`src/multilink_reset_control_regs.svh`:
```
`ifndef MULTILINK_RESET_CONTROL_REGS_SVH
`define MULTILINK_RESET_CONTROL_REGS_SVH

// sequence arithmetic is modulo 4096
`define SEQ_W        12
`define SEQ_MODULUS  4096
`define SEQ_ZERO     12'h000
`define LINK_W       2
`define NUM_LINKS    4
`define WINDOW_SIZE  12'h008
`define TMR_W        32
`define CLK_KHZ      20000
`define RST_TMO_MS   100
`define RST_TMO_CYC  (`RST_TMO_MS * `CLK_KHZ)

`endif

```
`src/multilink_reset_control_pkg.sv`:
```
package multilink_reset_control_pkg;
`include "multilink_reset_control_regs.svh"

	// two-octet control field as carried in each frame
	typedef struct packed {
		logic [`SEQ_W-1:0] frameSeqNumber;
		logic              voidSeq;
		logic              seqCheck;
		logic              rstReq;
		logic              rstCfm;
	} ctl_field_t;

	typedef struct packed {
		logic [`LINK_W-1:0] link;
		ctl_field_t         ctl;
	} tx_frame_t;

	typedef enum logic [2:0] {
		ST_NORMAL,
		ST_SEND_REQ,
		ST_WAIT_PEER,
		ST_SEND_CFM,
		ST_WAIT_DONE
	} rst_state_t;

	typedef struct packed {
		rst_state_t         state;
		logic [`SEQ_W-1:0]  sendSeqState;
		logic [`SEQ_W-1:0]  oldestUnackedState;
		logic [`SEQ_W-1:0]  receiveSeqState;
		tx_frame_t          txFrame;
		logic               txValid;
		logic               pktReady;
		logic               peerReqSeen;
		logic               reqHanded;
		logic               reqXferDone;
		logic [`LINK_W-1:0] reqLink;
		logic               cfmSent;
		logic               cfmDone;
		logic               peerCfmSeen;
		logic [`LINK_W-1:0] nextLink;
		logic               timerOn;
		logic [`TMR_W-1:0]  timer;
		logic               rxDeliver;
		logic               rxDiscard;
		logic               withdrawAll;
		logic               flushRx;
		logic               resetDone;
		logic               resetActive;
	} ctl_state_t;

endpackage : multilink_reset_control_pkg

```
`src/multilink_reset_control.sv`:
```
`timescale 1ns/1ps
`include "multilink_reset_control_regs.svh"

module multilink_reset_control #(
	parameter int unsigned RST_TMO_CYCLES = `RST_TMO_CYC
) (
	input  wire logic                                       clk,
	input  wire logic                                       rst_n,
	input  wire logic                                       startReset,
	input  wire logic                                       pktValid,
	output logic                                            pktReady,
	output multilink_reset_control_pkg::tx_frame_t          txFrame,
	output logic                                            txValid,
	input  wire logic                                       txTaken,
	input  wire logic                                       reqXferInd,
	input  wire logic                                       cfmXferInd,
	input  wire logic [`LINK_W-1:0]                         cfmXferLink,
	input  wire logic                                       ackValid,
	input  wire logic [`SEQ_W-1:0]                          ackOldest,
	input  wire logic [`NUM_LINKS-1:0]                      linkUp,
	input  wire logic [`NUM_LINKS-1:0]                      linkBusy,
	input  wire logic                                       rxValid,
	input  wire multilink_reset_control_pkg::ctl_field_t    rxCtl,
	output logic                                            rxDeliver,
	output logic                                            rxDiscard,
	output logic                                            withdrawAll,
	output logic                                            flushRx,
	output logic                                            resetActive,
	output logic                                            resetDone,
	output logic [`SEQ_W-1:0]                               sendSeqState,
	output logic [`SEQ_W-1:0]                               oldestUnackedState,
	output logic [`SEQ_W-1:0]                               receiveSeqState
);

	multilink_reset_control_pkg::ctl_state_t st_ff;
	multilink_reset_control_pkg::ctl_state_t nxt_st;
	logic [`NUM_LINKS-1:0]                   linkAvail;
	logic                                    pickFound;
	logic [`LINK_W-1:0]                      pickIdx;

	assign linkAvail = linkUp & ~linkBusy;

	// round-robin search from the preferred link; failed or busy links are skipped
	always_comb begin
		logic [`LINK_W-1:0] cand;
		cand      = '0;
		pickFound = 1'b0;
		pickIdx   = st_ff.nextLink;
		for (int i = `NUM_LINKS - 1; i >= 0; i--) begin
			cand = `LINK_W'(st_ff.nextLink + `LINK_W'(i));
			if (linkAvail[cand]) begin
				pickFound = 1'b1;
				pickIdx   = cand;
			end
		end
	end

	// control field builder; void and check bits are always cleared
	function automatic multilink_reset_control_pkg::ctl_field_t mkCtl(
		input logic [`SEQ_W-1:0] seq,
		input logic              req,
		input logic              cfm
	);
		multilink_reset_control_pkg::ctl_field_t c;
		c.frameSeqNumber = seq;
		c.voidSeq        = 1'b0;
		c.seqCheck       = 1'b0;
		c.rstReq         = req;
		c.rstCfm         = cfm;
		return c;
	endfunction : mkCtl

	// all next-state logic
	always_comb begin
		logic startRst;
		logic peerReqNow;
		logic inReset;
		logic winOk;
		logic reqHandNow;
		logic cfmHandNow;
		startRst   = 1'b0;
		peerReqNow = 1'b0;
		inReset    = (st_ff.state != multilink_reset_control_pkg::ST_NORMAL);
		winOk      = (`SEQ_W'(st_ff.sendSeqState - st_ff.oldestUnackedState)
			< `WINDOW_SIZE);
		// a channel may confirm transfer in the very cycle it takes the frame
		reqHandNow = st_ff.txValid && txTaken && st_ff.txFrame.ctl.rstReq;
		cfmHandNow = st_ff.txValid && txTaken && st_ff.txFrame.ctl.rstCfm;
		nxt_st             = st_ff;
		nxt_st.rxDeliver   = 1'b0;
		nxt_st.rxDiscard   = 1'b0;
		nxt_st.withdrawAll = 1'b0;
		nxt_st.flushRx     = 1'b0;
		nxt_st.resetDone   = 1'b0;

		// handoff of the pending frame to its channel
		if (st_ff.txValid && txTaken) begin
			nxt_st.txValid  = 1'b0;
			nxt_st.nextLink = `LINK_W'(st_ff.txFrame.link + `LINK_W'(1));
			if (st_ff.txFrame.ctl.rstReq) begin
				nxt_st.reqHanded          = 1'b1;
				nxt_st.reqLink            = st_ff.txFrame.link;
				nxt_st.sendSeqState       = `SEQ_ZERO;
				nxt_st.oldestUnackedState = `SEQ_ZERO;
				nxt_st.timerOn            = 1'b1;
				nxt_st.timer              = '0;
				nxt_st.state              = multilink_reset_control_pkg::ST_WAIT_PEER;
			end
			if (st_ff.txFrame.ctl.rstCfm) begin
				nxt_st.cfmSent = 1'b1;
				nxt_st.state   = multilink_reset_control_pkg::ST_WAIT_DONE;
			end
		end else if (st_ff.txValid && !linkAvail[st_ff.txFrame.link] && pickFound) begin
			// a normal or request frame moves off a failed or busy link; the confirm is kept
			// on its link so the same-channel shortcut stays valid
			if (!st_ff.txFrame.ctl.rstCfm)
				nxt_st.txFrame.link = pickIdx;
		end

		// acknowledgement indications advance the oldest unacked frame
		if (ackValid && !inReset)
			nxt_st.oldestUnackedState = ackOldest;

		// transfer indications from the channels
		if (reqXferInd && (st_ff.reqHanded || reqHandNow))
			nxt_st.reqXferDone = 1'b1;
		if (cfmXferInd && (st_ff.cfmSent || cfmHandNow)) begin
			nxt_st.cfmDone  = 1'b1;
			nxt_st.nextLink = cfmXferLink;
		end

		// receive side; sequence field of control frames is never looked at
		if (rxValid) begin
			if (rxCtl.rstReq && rxCtl.rstCfm) begin
				nxt_st.rxDiscard = 1'b1;
			end else if (rxCtl.rstReq) begin
				if (!inReset || st_ff.cfmSent) begin
					startRst   = 1'b1;
					peerReqNow = 1'b1;
				end else if (!st_ff.peerReqSeen) begin
					peerReqNow = 1'b1;
				end else begin
					nxt_st.rxDiscard = 1'b1;
				end
			end else if (rxCtl.rstCfm) begin
				if (!inReset) begin
					nxt_st.rxDiscard = 1'b1;
				end else if (st_ff.peerReqSeen) begin
					nxt_st.peerCfmSeen = 1'b1;
					nxt_st.timerOn     = 1'b0;
				end else if (st_ff.reqHanded) begin
					// peer never saw our request: send it again
					nxt_st.state   = multilink_reset_control_pkg::ST_SEND_REQ;
					nxt_st.timerOn = 1'b0;
				end else begin
					nxt_st.rxDiscard = 1'b1;
				end
			end else if (!inReset || !st_ff.peerReqSeen) begin
				// in-order frames only; resequencing is handled elsewhere
				if (rxCtl.frameSeqNumber == st_ff.receiveSeqState) begin
					nxt_st.rxDeliver       = 1'b1;
					nxt_st.receiveSeqState = `SEQ_W'(st_ff.receiveSeqState + `SEQ_W'(1));
				end else begin
					nxt_st.rxDiscard = 1'b1;
				end
			end else begin
				nxt_st.rxDiscard = 1'b1;
			end
		end

		// supervision timer
		if (st_ff.timerOn) begin
			if (st_ff.timer >= `TMR_W'(RST_TMO_CYCLES - 1))
				startRst = 1'b1;
			else
				nxt_st.timer = `TMR_W'(st_ff.timer + `TMR_W'(1));
		end
		if (startReset && !inReset)
			startRst = 1'b1;

		// state machine for data frames and the frames issued by the reset procedure
		case (st_ff.state)
			multilink_reset_control_pkg::ST_NORMAL: begin
				if (pktValid && st_ff.pktReady && !startRst) begin
					nxt_st.txValid        = 1'b1;
					nxt_st.txFrame.link   = pickIdx;
					nxt_st.txFrame.ctl    = mkCtl(st_ff.sendSeqState, 1'b0, 1'b0);
					nxt_st.sendSeqState   = `SEQ_W'(st_ff.sendSeqState + `SEQ_W'(1));
				end
			end
			multilink_reset_control_pkg::ST_SEND_REQ: begin
				if (!st_ff.txValid && pickFound) begin
					nxt_st.txValid      = 1'b1;
					nxt_st.txFrame.link = pickIdx;
					nxt_st.txFrame.ctl  = mkCtl(`SEQ_ZERO, 1'b1, 1'b0);
				end
			end
			multilink_reset_control_pkg::ST_WAIT_PEER: begin
				if (st_ff.peerReqSeen && st_ff.reqHanded)
					nxt_st.state = multilink_reset_control_pkg::ST_SEND_CFM;
			end
			multilink_reset_control_pkg::ST_SEND_CFM: begin
				// same link may follow at once; another link needs the indication
				if (!st_ff.txValid && linkAvail[st_ff.reqLink]) begin
					nxt_st.txValid      = 1'b1;
					nxt_st.txFrame.link = st_ff.reqLink;
					nxt_st.txFrame.ctl  = mkCtl(`SEQ_ZERO, 1'b0, 1'b1);
				end else if (!st_ff.txValid && st_ff.reqXferDone && pickFound) begin
					nxt_st.txValid      = 1'b1;
					nxt_st.txFrame.link = pickIdx;
					nxt_st.txFrame.ctl  = mkCtl(`SEQ_ZERO, 1'b0, 1'b1);
				end
			end
			multilink_reset_control_pkg::ST_WAIT_DONE: begin
				if (st_ff.cfmDone && st_ff.peerCfmSeen) begin
					nxt_st.state     = multilink_reset_control_pkg::ST_NORMAL;
					nxt_st.resetDone = 1'b1;
				end
			end
			default: nxt_st.state = multilink_reset_control_pkg::ST_NORMAL;
		endcase

		// reset start: withdraw, clear send side, request again
		if (startRst) begin
			nxt_st.state              = multilink_reset_control_pkg::ST_SEND_REQ;
			nxt_st.withdrawAll        = 1'b1;
			nxt_st.txValid            = 1'b0;
			nxt_st.sendSeqState       = `SEQ_ZERO;
			nxt_st.oldestUnackedState = `SEQ_ZERO;
			nxt_st.peerReqSeen        = 1'b0;
			nxt_st.reqHanded          = 1'b0;
			nxt_st.reqXferDone        = 1'b0;
			nxt_st.cfmSent            = 1'b0;
			nxt_st.cfmDone            = 1'b0;
			nxt_st.peerCfmSeen        = 1'b0;
			nxt_st.timerOn            = 1'b0;
			nxt_st.timer              = '0;
		end
		// peer request: hand up what is held and zero the receive state in the same cycle
		if (peerReqNow) begin
			nxt_st.peerReqSeen     = 1'b1;
			nxt_st.flushRx         = 1'b1;
			nxt_st.receiveSeqState = `SEQ_ZERO;
		end

		// flow control: a slot, a window position and a usable link
		nxt_st.pktReady = (nxt_st.state == multilink_reset_control_pkg::ST_NORMAL)
			&& !nxt_st.txValid && winOk && (|linkAvail);
		// registered here so the status port comes straight from a flop
		nxt_st.resetActive = (nxt_st.state != multilink_reset_control_pkg::ST_NORMAL);
	end

	// state register; every output taken straight from here
	always_ff @(posedge clk or negedge rst_n) begin
		if (!rst_n) begin
			st_ff       <= '0;
			st_ff.state <= multilink_reset_control_pkg::ST_NORMAL;
		end else begin
			st_ff <= nxt_st;
		end
	end

	assign pktReady           = st_ff.pktReady;
	assign txFrame            = st_ff.txFrame;
	assign txValid            = st_ff.txValid;
	assign rxDeliver          = st_ff.rxDeliver;
	assign rxDiscard          = st_ff.rxDiscard;
	assign withdrawAll        = st_ff.withdrawAll;
	assign flushRx            = st_ff.flushRx;
	assign resetActive        = st_ff.resetActive;
	assign resetDone          = st_ff.resetDone;
	assign sendSeqState       = st_ff.sendSeqState;
	assign oldestUnackedState = st_ff.oldestUnackedState;
	assign receiveSeqState    = st_ff.receiveSeqState;

endmodule : multilink_reset_control

```
`config.mk`:
```
export PLATFORM = sky130hd
export DESIGN_NAME = multilink_reset_control
export DESIGN_NICKNAME = d
export VERILOG_FILES = /design/src/multilink_reset_control_pkg.sv /design/src/multilink_reset_control.sv
export VERILOG_INCLUDE_DIRS = /design/src
export SDC_FILE = /design/constraint.sdc
export NUM_CORES = 1
export LEC_CHECK = 0
export BUFFER_PORTS_ARGS = -buffer_cell sky130_fd_sc_hd__clkbuf_2
export CAP_MARGIN = 30
export CORE_MARGIN = 2
export CORE_UTILIZATION = 54
export DETAILED_ROUTE_END_ITERATION = 6
export HOLD_SLACK_MARGIN = 0.03
export PLACE_DENSITY = 0.8
export SYNTH_ARGS = -nofsm -noshare
export SYNTH_HDL_FRONTEND = slang
export SYNTH_SLANG_ARGS = --single-unit
```
`constraint.sdc`:
```
create_clock -name clk -period 3.2 [get_ports clk]
set_input_delay 0.96 -clock clk [delete_from_list [all_inputs] [get_ports clk]]
set_output_delay 0.96 -clock clk [all_outputs]
set_load 0.01 [all_outputs]
```
==> flow_metrics.py, run 1 <==
metrics = {
    "run_status": {
        "status": "finished, final reports clean",
    },
    "global_routing": {
        "overflow": 0,
        "grt_util_met2": 0.420,
        "antenna_found_initial": 0,
        "met1_usage": 0.329,
        "grt_pass1_vias": 5624,
        "grt_start_max_net_pins": 53,
        "grt.met3_usage": 0.0393,
        "grt_use_total": 0.252,
        "grt_pass1_wl_mm": 26.4,
        "grt_busiest_layer": "met2",
    },
    "synth": {
        "yosys_warnings": 0,
        "synthXorXnorAreaFrac": 0.0257,
        "synth_top_family_by_area": "simple AND/OR/NAND/NOR gates",
        "synth_area_mm2": 0.00647,
        "synth_ff_type": "dfrtp_1",
        "synth.distinct_cells": 74,
        "ys_async_sr_fraction": 1.00,
        "yosysSeqAreaShare": 0.410,
        "synthAdderAreaFrac": 0.0267,
        "synth_cells": 731,
        "synth_compound_area_frac": 0.195,
        "synthSimpleGateAreaFrac": 0.228,
        "synth_seq_cells": 106,
        "syn_area_per_cell_um2": 8.85,
        "synth_edf_count": 0,
        "yosys-mux-area-fraction": 0.0182,
    },
    "sta": {
        "clock.fmax_mhz": 373,
        "tns_ns": 0,
        "grt_setup_unrepaired": "no",
        "finalCritPeriodShare": 0.837,
        "period_needed_ns": 2.68,
        "slew_headroom": 0.528,
        "whs_ns": 0.500,
        "hold_viol": 0,
        "setup_viol": 0,
        "finalMaxSlewViolations": 0,
        "clock_skew_ns": 0.0101,
        "tightest_slew_ns": 0.701,
    },
    "placement": {
        "hpwl_mm": 11.2,
        "gp_routability_congestion": 0.840,
        "placedCellCount": 910,
        "port_buffers": 104,
        "place_area_mm2": 0.00677,
    },
    "clock_tree": {
        "clkSinkCount": 106,
        "clkTransAtPathRegs_ns": 0.07,
        "clk_path_buf_depth": 2,
        "cts_tree": "yes",
        "post_cts_buffers": 0,
        "cts_inserted_buffers": 9,
        "cts_max_level": 3,
        "cts-root-buf": "clkbuf_16",
        "cts_hold_buf": 0,
        "worst_skew_pair.late_latency_ns": 0.36,
        "cts_resized": 0,
    },
    "finish": {
        "final_cells": 926,
        "layout.nets": 838,
        "area_growth_pct": 9.81,
        "drive_above_1_share": 0.190,
        "fin_area_mm2": 0.00710,
        "final_cell_mix": "106 x dfrtp_1, 103 x clkbuf_2, 71 x nor2_1",
        "diodes": 0,
        "mostFrequentLayoutCell": "dfrtp_1",
    },
    "drt": {
        "drtPass1Iterations": 5,
        "wl_per_cell_um": 16.8,
        "drc_errors": 0,
        "wirelength_mm": 15.5,
        "routed_via_density": 6.21,
        "drtIter0Drc": 486,
        "ant_nets": 0,
        "vias": 5748,
    },
    "setup_path": {
        "endpoint_kind": "register",
        "rr_startpoint": "st_ff[107]$_DFF_PN0_",
        "cp-start-kind": "register",
        "path_max_fanout": 19,
        "worstPathArrival_ns": 2.96,
        "worstSetupEndpoint": "receiveSeqState[6]$_DFFE_PN0P_",
        "r2r_end": "receiveSeqState[6]$_DFFE_PN0P_",
        "reg2reg_depth": 6,
        "cp.required_ns": 3.49,
        "critical_path.startpoint": "st_ff[107]$_DFF_PN0_",
        "rrSetupSlack_ns": 0.52,
        "crit_type": "register to register",
    },
    "flow_run": {
        "cap_violations": 0,
    },
    "power": {
        "cellLeakagePower_nw": 3.38,
        "p_per_area_mw_per_mm2": 676,
        "peakVddDrop_mv": 0.369,
        "p_total_mw": 4.81,
    },
    "floorplan": {
        "start_util": 0.559,
        "die_w_um": 113,
        "fp-row-count": 39,
        "core_area_mm2": 0.0116,
        "dieArea_mm2": 0.0129,
        "die_y_um": 113,
        "io_pins": 109,
    },
    "hold_path": {
        "hp-class": "input port to async pin",
    },
}
[per-stage QoR]
stage,setup WS [ns],utilization
detailed placement,0.185,0.585
floorplan,0.573,-
global placement,0.266,0.585
CTS,0.501,0.614
global route,0.308,0.614
finish,0.521,0.614
[synthesized netlist by cell type (all sizes together) (3+ instances only)]
| library cell | instances | area (um^2) |
|---|---|---|
| xnor2 | 13 | 114 |
| and2 | 6 | 37.5 |
| or4 | 9 | 67.6 |
| dfrtp | 106 | 2650 |
| o21bai | 3 | 22.5 |
| and3 | 31 | 194 |
| o22ai | 3 | 18.8 |
| xor2 | 6 | 52.6 |
| ha | 13 | 163 |
| a311oi | 3 | 26.3 |
| a22o | 12 | 105 |
| nor2 | 71 | 267 |
| a211o | 5 | 43.8 |
| a22oi | 3 | 22.5 |
| buf | 61 | 447 |
| a31oi | 9 | 56.3 |
| o21ai | 43 | 219 |
| mux2i | 5 | 50.1 |
| inv | 26 | 97.6 |
| or3 | 3 | 18.8 |
| a211oi | 6 | 57.6 |
| nor3 | 11 | 66.3 |
| a21oi | 59 | 295 |
| nand3b | 4 | 30.0 |
| nor2b | 10 | 62.6 |
| clkbuf | 20 | 76.3 |
| nand2 | 60 | 225 |
| o21a | 7 | 52.6 |
| nor4 | 8 | 65.1 |
| nand2b | 9 | 56.3 |
| nand4 | 11 | 68.8 |
| o31ai | 10 | 75.1 |
| nand3 | 38 | 195 |
| a41oi | 4 | 35.0 |
[power breakdown]
| group | internal (mW) | switching [mW] | total [mW] |
|---|---|---|---|
| logic | 0.693 | 1.06 | 1.75 |
| registers | 1.54 | 0.265 | 1.81 |
| clock network | 0.732 | 0.517 | 1.25 |
| total | 2.97 | 1.84 | 4.81 |
[state kept, by name, summed over array words and instances, names as in the netlist]
signal / flops
pktReady: 1
resetActive: 1
resetDone: 1
txFrame: 16
rxDiscard: 1
txValid: 1
flushRx: 1
oldestUnackedState: 12
withdrawAll: 1
receiveSeqState: 12
sendSeqState: 12
st_ff: 46
rxDeliver: 1
[routing by layer]
| layer | up-vias | wire (um) |
|---|---|---|
| met5 | - | 0 |
| met4 | 0 | 390 |
| met3 | 33 | 794 |
| met2 | 228 | 7510 |
| met1 | 2791 | 6820 |
| li1 | 2696 | - |
[worst min path at each step]
stage	endpoint	slack, ns	cells after the start
6_report	oldestUnackedState[8]$_DFFE_PN0P_	0.50	1
5_1_grt	txFrame[4]$_DFFE_PN0P_	0.52	1
4_1_cts	txFrame[9]$_DFFE_PN0P_	0.50	1
3_5_place_dp	txFrame[10]$_DFFE_PN0P_	0.48	1
3_3_place_gp	txFrame[8]$_DFFE_PN0P_	0.48	1
2_1_floorplan	txFrame[10]$_DFFE_PN0P_	0.47	1
[cell type report]
cell class,instances,area (um^2)
multi-input combinational,519,3200
fill,991,4460
clock buffer,11,253
sequential,106,2650
tap,143,179
clock inverter,5,83.8
inverter,26,97.6
timing repair buffer,116,638
[cell families after synthesis]
| family | after synthesis |
|---|---|
| other | 1 |
| and+or+nand+nor | 285 |
| xor gates and xnor gates | 19 |
| muxes | 9 |
| DFF | 106 |
| buffers and inverters | 107 |
| AOI/OAI and AO/OA | 190 |
| adders and majority gates | 14 |
[worst max-delay path, stage by stage, from the launching register on]
cell     delay [ns]
dfrtp_1        0.50
nor3_4         0.46
nor2b_1        0.16
nor4_4         0.34
nand3_2        0.37
or4_1          0.61
a21oi_1        0.16
No activity file was read; power rests on OpenSTA's default activity.
==> run 2: changes to the inputs <==
Clock period 3.2 ns to 2.7 ns, I/O delays scaled along.
==> flow_metrics.py, run 2 (same netlist as run 1, synthesis figures left out) <==
metrics = {
    "power": {
        "p_per_area_mw_per_mm2": 786,
        "cellLeakagePower_nw": 3.44,
        "peakVddDrop_mv": 0.355,
    },
    "drt": {
        "drtIter0Drc": 523,
        "wl_per_cell_um": 17.2,
        "drtPass1Iterations": 5,
        "routed_via_density": 6.17,
        "wirelength_mm": 16.1,
        "vias": 5802,
        "ant_nets": 0,
        "drc_errors": 0,
    },
    "placement": {
        "gp_routability_congestion": 0.889,
        "hpwl_mm": 11.6,
        "place_area_mm2": 0.00688,
        "port_buffers": 104,
    },
    "finish": {
        "largest_reg_flops": 46,
        "diodes": 0,
        "final_cell_mix": "106 x dfrtp_1, 103 x clkbuf_2, 71 x nor2_1",
        "drive_above_1_share": 0.207,
        "mostFrequentLayoutCell": "dfrtp_1",
        "layout.nets": 853,
        "fin_area_mm2": 0.00718,
        "fillers": 949,
        "area_growth_pct": 11.0,
        "regMostFlops": "st_ff",
    },
    "clock_tree": {
        "cts_max_level": 3,
        "cts-root-buf": "clkbuf_16",
        "clkSinkCount": 106,
        "cts_tree": "yes",
        "clkTransAtPathRegs_ns": 0.07,
        "cts_inserted_buffers": 9,
        "cts_hold_buf": 0,
        "clk_path_buf_depth": 2,
        "worst_skew_pair.late_latency_ns": 0.36,
    },
    "sta": {
        "tightest_slew_ns": 0.777,
        "period_needed_ns": 2.46,
        "hold_viol": 0,
        "clock.fmax_mhz": 407,
        "grt_setup_unrepaired": "no",
        "slew_headroom": 0.477,
        "whs_ns": 0.424,
        "clock_skew_ns": 0.00870,
        "setup_viol": 0,
        "finalCritPeriodShare": 0.910,
        "finalMaxSlewViolations": 0,
    },
    "setup_path": {
        "rr_startpoint": "st_ff[6]$_DFF_PN0_",
        "critical_path.startpoint": "st_ff[6]$_DFF_PN0_",
        "path_max_fanout": 12,
        "endpoint_kind": "register",
        "worstPathArrival_ns": 2.72,
        "cp.required_ns": 2.96,
        "crit_type": "register to register",
        "cp-start-kind": "register",
    },
    "floorplan": {
        "die_y_um": 113,
        "die_w_um": 113,
        "fp-row-count": 39,
        "start_util": 0.559,
        "core_area_mm2": 0.0116,
        "dieArea_mm2": 0.0129,
        "io_pins": 109,
    },
    "global_routing": {
        "grt_pass1_wl_mm": 27.4,
        "antenna_found_initial": 0,
        "overflow": 0,
        "grt.met3_usage": 0.0441,
        "met1_usage": 0.339,
        "grt_util_met2": 0.437,
        "grt_start_max_net_pins": 41,
        "grt_pass1_vias": 5685,
        "grt_use_total": 0.261,
        "grt_busiest_layer": "met2",
    },
    "flow_run": {
        "cap_violations": 0,
    },
    "hold_path": {
        "hp-class": "input port to async pin",
    },
    "run_status": {
        "status": "finished, final reports clean",
    },
}
[run 2: cell types whose count changed in the layout (fill, tap and decap cells not counted)]
| cell | delta |
|---|---|
| clkbuf_8 | -2 |
| and2_2 | +1 |
| inv_6 | +1 |
| and2_1 | -1 |
| clkinv_2 | +1 |
| bufinv_16 | -1 |
| buf_4 | +15 |
| clkinv_4 | +1 |
[run 2: timing repair]
action,in CTS,in global routing
setup endpoints to repair,0,2
resized for setup,0,1
setup buffers,0,0
[run 2: power breakdown]
part | switching, mW | internal, mW
sequential | 0.319 | 1.83
clock | 0.633 | 0.726
combinational | 1.28 | 0.859
total | 2.23 | 3.41
[run 2: stage by stage]
step | TNS, ns | util | cells | total power [mW] | setup slack (ns)
floorplan | 0 | - | 732 | 3.70 | 0.223
global placement | -0.00384 | 0.595 | 925 | 4.17 | -0.00384
detailed placement | -0.0451 | 0.595 | 925 | 4.28 | -0.0232
CTS | 0 | 0.621 | 941 | 5.64 | 0.112
global route | 0 | 0.621 | 941 | 6.01 | 0.0610
finish | 0 | 0.621 | 941 | 5.65 | 0.242
[run 2: critical path, cell delays in order, from the launching register on]
cell and delay (ns):
dfrtp_1 0.41, ha_1 0.23, nand4_1 0.18, o21a_1 0.31
o2111ai_2 0.51, and2_2 0.39, nor2_1 0.08, a211oi_1 0.25
[run 2: routing by layer]
layer | share of wire | vias up | wire (um)
met2 | 0.50 | 215 | 8010
met1 | 0.43 | 2822 | 6900
met3 | 0.045 | 49 | 726
met4 | 0.031 | 0 | 507
met5 | 0 | - | 0
li1 | - | 2716 | -
[run 2: final timing paths]
path | endpoint | slack, ns | cells past startpoint
worst min register to register | txFrame[8]$_DFFE_PN0P_ | 0.50 | 1
worst max register to register | st_ff[14]$_DFF_PN0_ | 0.24 | 7
min in group clk | txFrame[8]$_DFFE_PN0P_ | 0.50 | 1
worst max-delay path | st_ff[14]$_DFF_PN0_ | 0.24 | 7
worst min-delay path | sendSeqState[6]$_DFF_PN0_ | 0.42 | 1
max in group asynchronous | st_ff[44]$_DFFE_PN0P_ | 1.57 | 2
[run 2: final cells by class]
cell class | count | area, um^2 | area share
clock buffers | 9 | 225 | 0.0314
clock inverters | 7 | 76.3 | 0.0106
inverters | 26 | 97.6 | 0.0136
multi-input cells | 519 | 3200 | 0.446
flip-flops and latches | 106 | 2650 | 0.369
well taps | 143 | 179 | 0.0249
repair buffers | 131 | 751 | 0.105
==> run 3: changes to the inputs <==
Settings changed: CORE_UTILIZATION 54 to 40, PLACE_DENSITY 0.8 to 0.63.
Clock period 2.7 ns to 2.38 ns, I/O delays scaled along.
==> flow_metrics.py, run 3 (same netlist as run 1, synthesis figures left out) <==
metrics = {
    "run_status": {
        "status": "finished, final reports clean",
    },
    "drt": {
        "ant_nets": 0,
        "drtIter0Drc": 308,
        "drc_errors": 0,
        "vias": 5717,
        "wl_per_cell_um": 15.0,
        "wirelength_mm": 16.0,
        "routed_via_density": 5.35,
        "drtPass1Iterations": 5,
    },
    "setup_path": {
        "cp_num_buf_inv": 1,
        "worstSetupEndpoint": "st_ff[11]$_DFF_PN0_",
        "rrSetupSlack_ns": 0.07,
        "critPathMaxStageDelay_ns": 0.47,
        "path_max_fanout": 11,
        "cp.required_ns": 2.66,
        "crit_type": "register to register",
        "cp_num_cells": 6,
        "rr_startpoint": "st_ff[18]$_DFF_PN0_",
        "reg2reg_depth": 6,
        "worstPathArrival_ns": 2.59,
        "cp-start-kind": "register",
        "crit_family": "simple AND/OR/NAND/NOR gates",
        "r2r_end": "st_ff[11]$_DFF_PN0_",
        "critPathSlowestCell": "or4_1",
        "critical_path.startpoint": "st_ff[18]$_DFF_PN0_",
        "cp_cell_sequence": "nor4_1 > o21a_1 > o2111ai_2 > buf_4 > or4_1 > a21oi_1",
        "endpoint_kind": "register",
    },
    "sta": {
        "slew_headroom": 0.620,
        "whs_ns": 0.238,
        "setup_viol": 0,
        "finalMaxSlewViolations": 0,
        "hold_viol": 0,
        "tightest_slew_ns": 0.555,
        "clock.fmax_mhz": 433,
        "grt_setup_unrepaired": "yes",
        "finalCritPeriodShare": 0.970,
        "clock_skew_ns": 0.0147,
        "period_needed_ns": 2.31,
    },
    "clock_tree": {
        "clkTransAtPathRegs_ns": 0.07,
        "cts_inserted_buffers": 9,
        "cts-root-buf": "clkbuf_16",
        "cts_resized": 0,
        "post_cts_buffers": 0,
        "cts_max_level": 3,
        "cts_hold_buf": 0,
        "cts_tree": "yes",
        "clkSinkCount": 106,
        "worst_skew_pair.late_latency_ns": 0.36,
        "clk_path_buf_depth": 2,
    },
    "finish": {
        "area_growth_pct": 19.1,
        "mostFrequentLayoutCell": "dfrtp_1",
        "largest_reg_flops": 46,
        "final_cell_mix": "106 x dfrtp_1, 103 x clkbuf_2, 79 x buf_4",
        "fin_util": 0.487,
        "layout.nets": 907,
        "diodes": 0,
        "drive_above_1_share": 0.258,
        "regMostFlops": "st_ff",
    },
    "floorplan": {
        "core_area_mm2": 0.0158,
        "io_pins": 109,
        "fp-row-count": 46,
        "start_util": 0.409,
        "die_w_um": 131,
        "die_y_um": 131,
        "dieArea_mm2": 0.0172,
    },
    "hold_path": {
        "hp-class": "input port to async pin",
    },
    "global_routing": {
        "grt_pass1_wl_mm": 26.8,
        "grt_pass1_vias": 5453,
        "grt_start_max_net_pins": 40,
        "antenna_found_initial": 0,
        "overflow": 0,
        "grt_use_total": 0.188,
    },
    "power": {
        "peakVddDrop_mv": 0.368,
        "p_total_mw": 6.57,
        "cellLeakagePower_nw": 3.71,
        "p_per_area_mw_per_mm2": 854,
    },
    "placement": {
        "port_buffers": 104,
        "hpwl_mm": 11.9,
        "gp_routability_congestion": 0.876,
    },
    "flow_run": {
        "cap_violations": 0,
    },
}
-- run 3: per-stage QoR --
stage	setup TNS [ns]	setup slack [ns]	instances	cell area, um^2
after floorplan	0	0.0239	732	6470
after CTS	0	0.0554	1068	7680
final	0	0.0721	1068	7700
after detailed placement	-2.62	-0.229	1052	7390
after global routing	-0.00462	-0.00462	1068	7700
after global placement	-2.48	-0.145	1052	7390
-- run 3: final cells by class --
cell class | instances | area [um^2]
multi-input combinational | 519 | 3220
sequential | 106 | 2650
clock buffer | 11 | 243
timing repair buffer | 185 | 1170
tap | 216 | 270
inverter | 26 | 100
fill | 1543 | 8130
clock inverter | 5 | 45.0
-- run 3: worst register-to-register path, cell delays in order (launching register included) --
cell	delay, ns
dfrtp_1	0.43
nor4_1	0.32
o21a_1	0.27
o2111ai_2	0.33
buf_4	0.26
or4_1	0.47
a21oi_1	0.15
-- run 3: how the worst min path moves through the flow --
| stage | from | endpoint | slack (ns) | cells after the start |
|---|---|---|---|---|
| 2_1_floorplan | rst_n | flushRx$_DFF_PN0_ | 0.42 | 0 |
| 3_3_place_gp | txFrame[15]$_DFFE_PN0P_ | txFrame[15]$_DFFE_PN0P_ | 0.48 | 1 |
| 3_5_place_dp | txFrame[6]$_DFFE_PN0P_ | txFrame[6]$_DFFE_PN0P_ | 0.48 | 1 |
| 4_1_cts | rst_n | oldestUnackedState[4]$_DFFE_PN0P_ | 0.24 | 1 |
| 5_1_grt | rst_n | sendSeqState[3]$_DFF_PN0_ | 0.25 | 1 |
| 6_report | rst_n | oldestUnackedState[8]$_DFFE_PN0P_ | 0.24 | 1 |
-- run 3: where the power goes --
part | internal [mW] | leakage (nW) | switching [mW]
Clock | 0.757 | 0.139 | 0.717
Combinational | 1.19 | 2.14 | 1.54
Sequential | 2.07 | 1.44 | 0.293
Total | 4.02 | 3.71 | 2.55
-- run 3: routing by layer --
metal	vias up	wire length, um	GRT usage
met5	-	0	0
met4	0	361	0.0785
met3	23	587	0.0320
met2	120	7510	0.301
met1	2741	7540	0.254
li1	2833	-	-
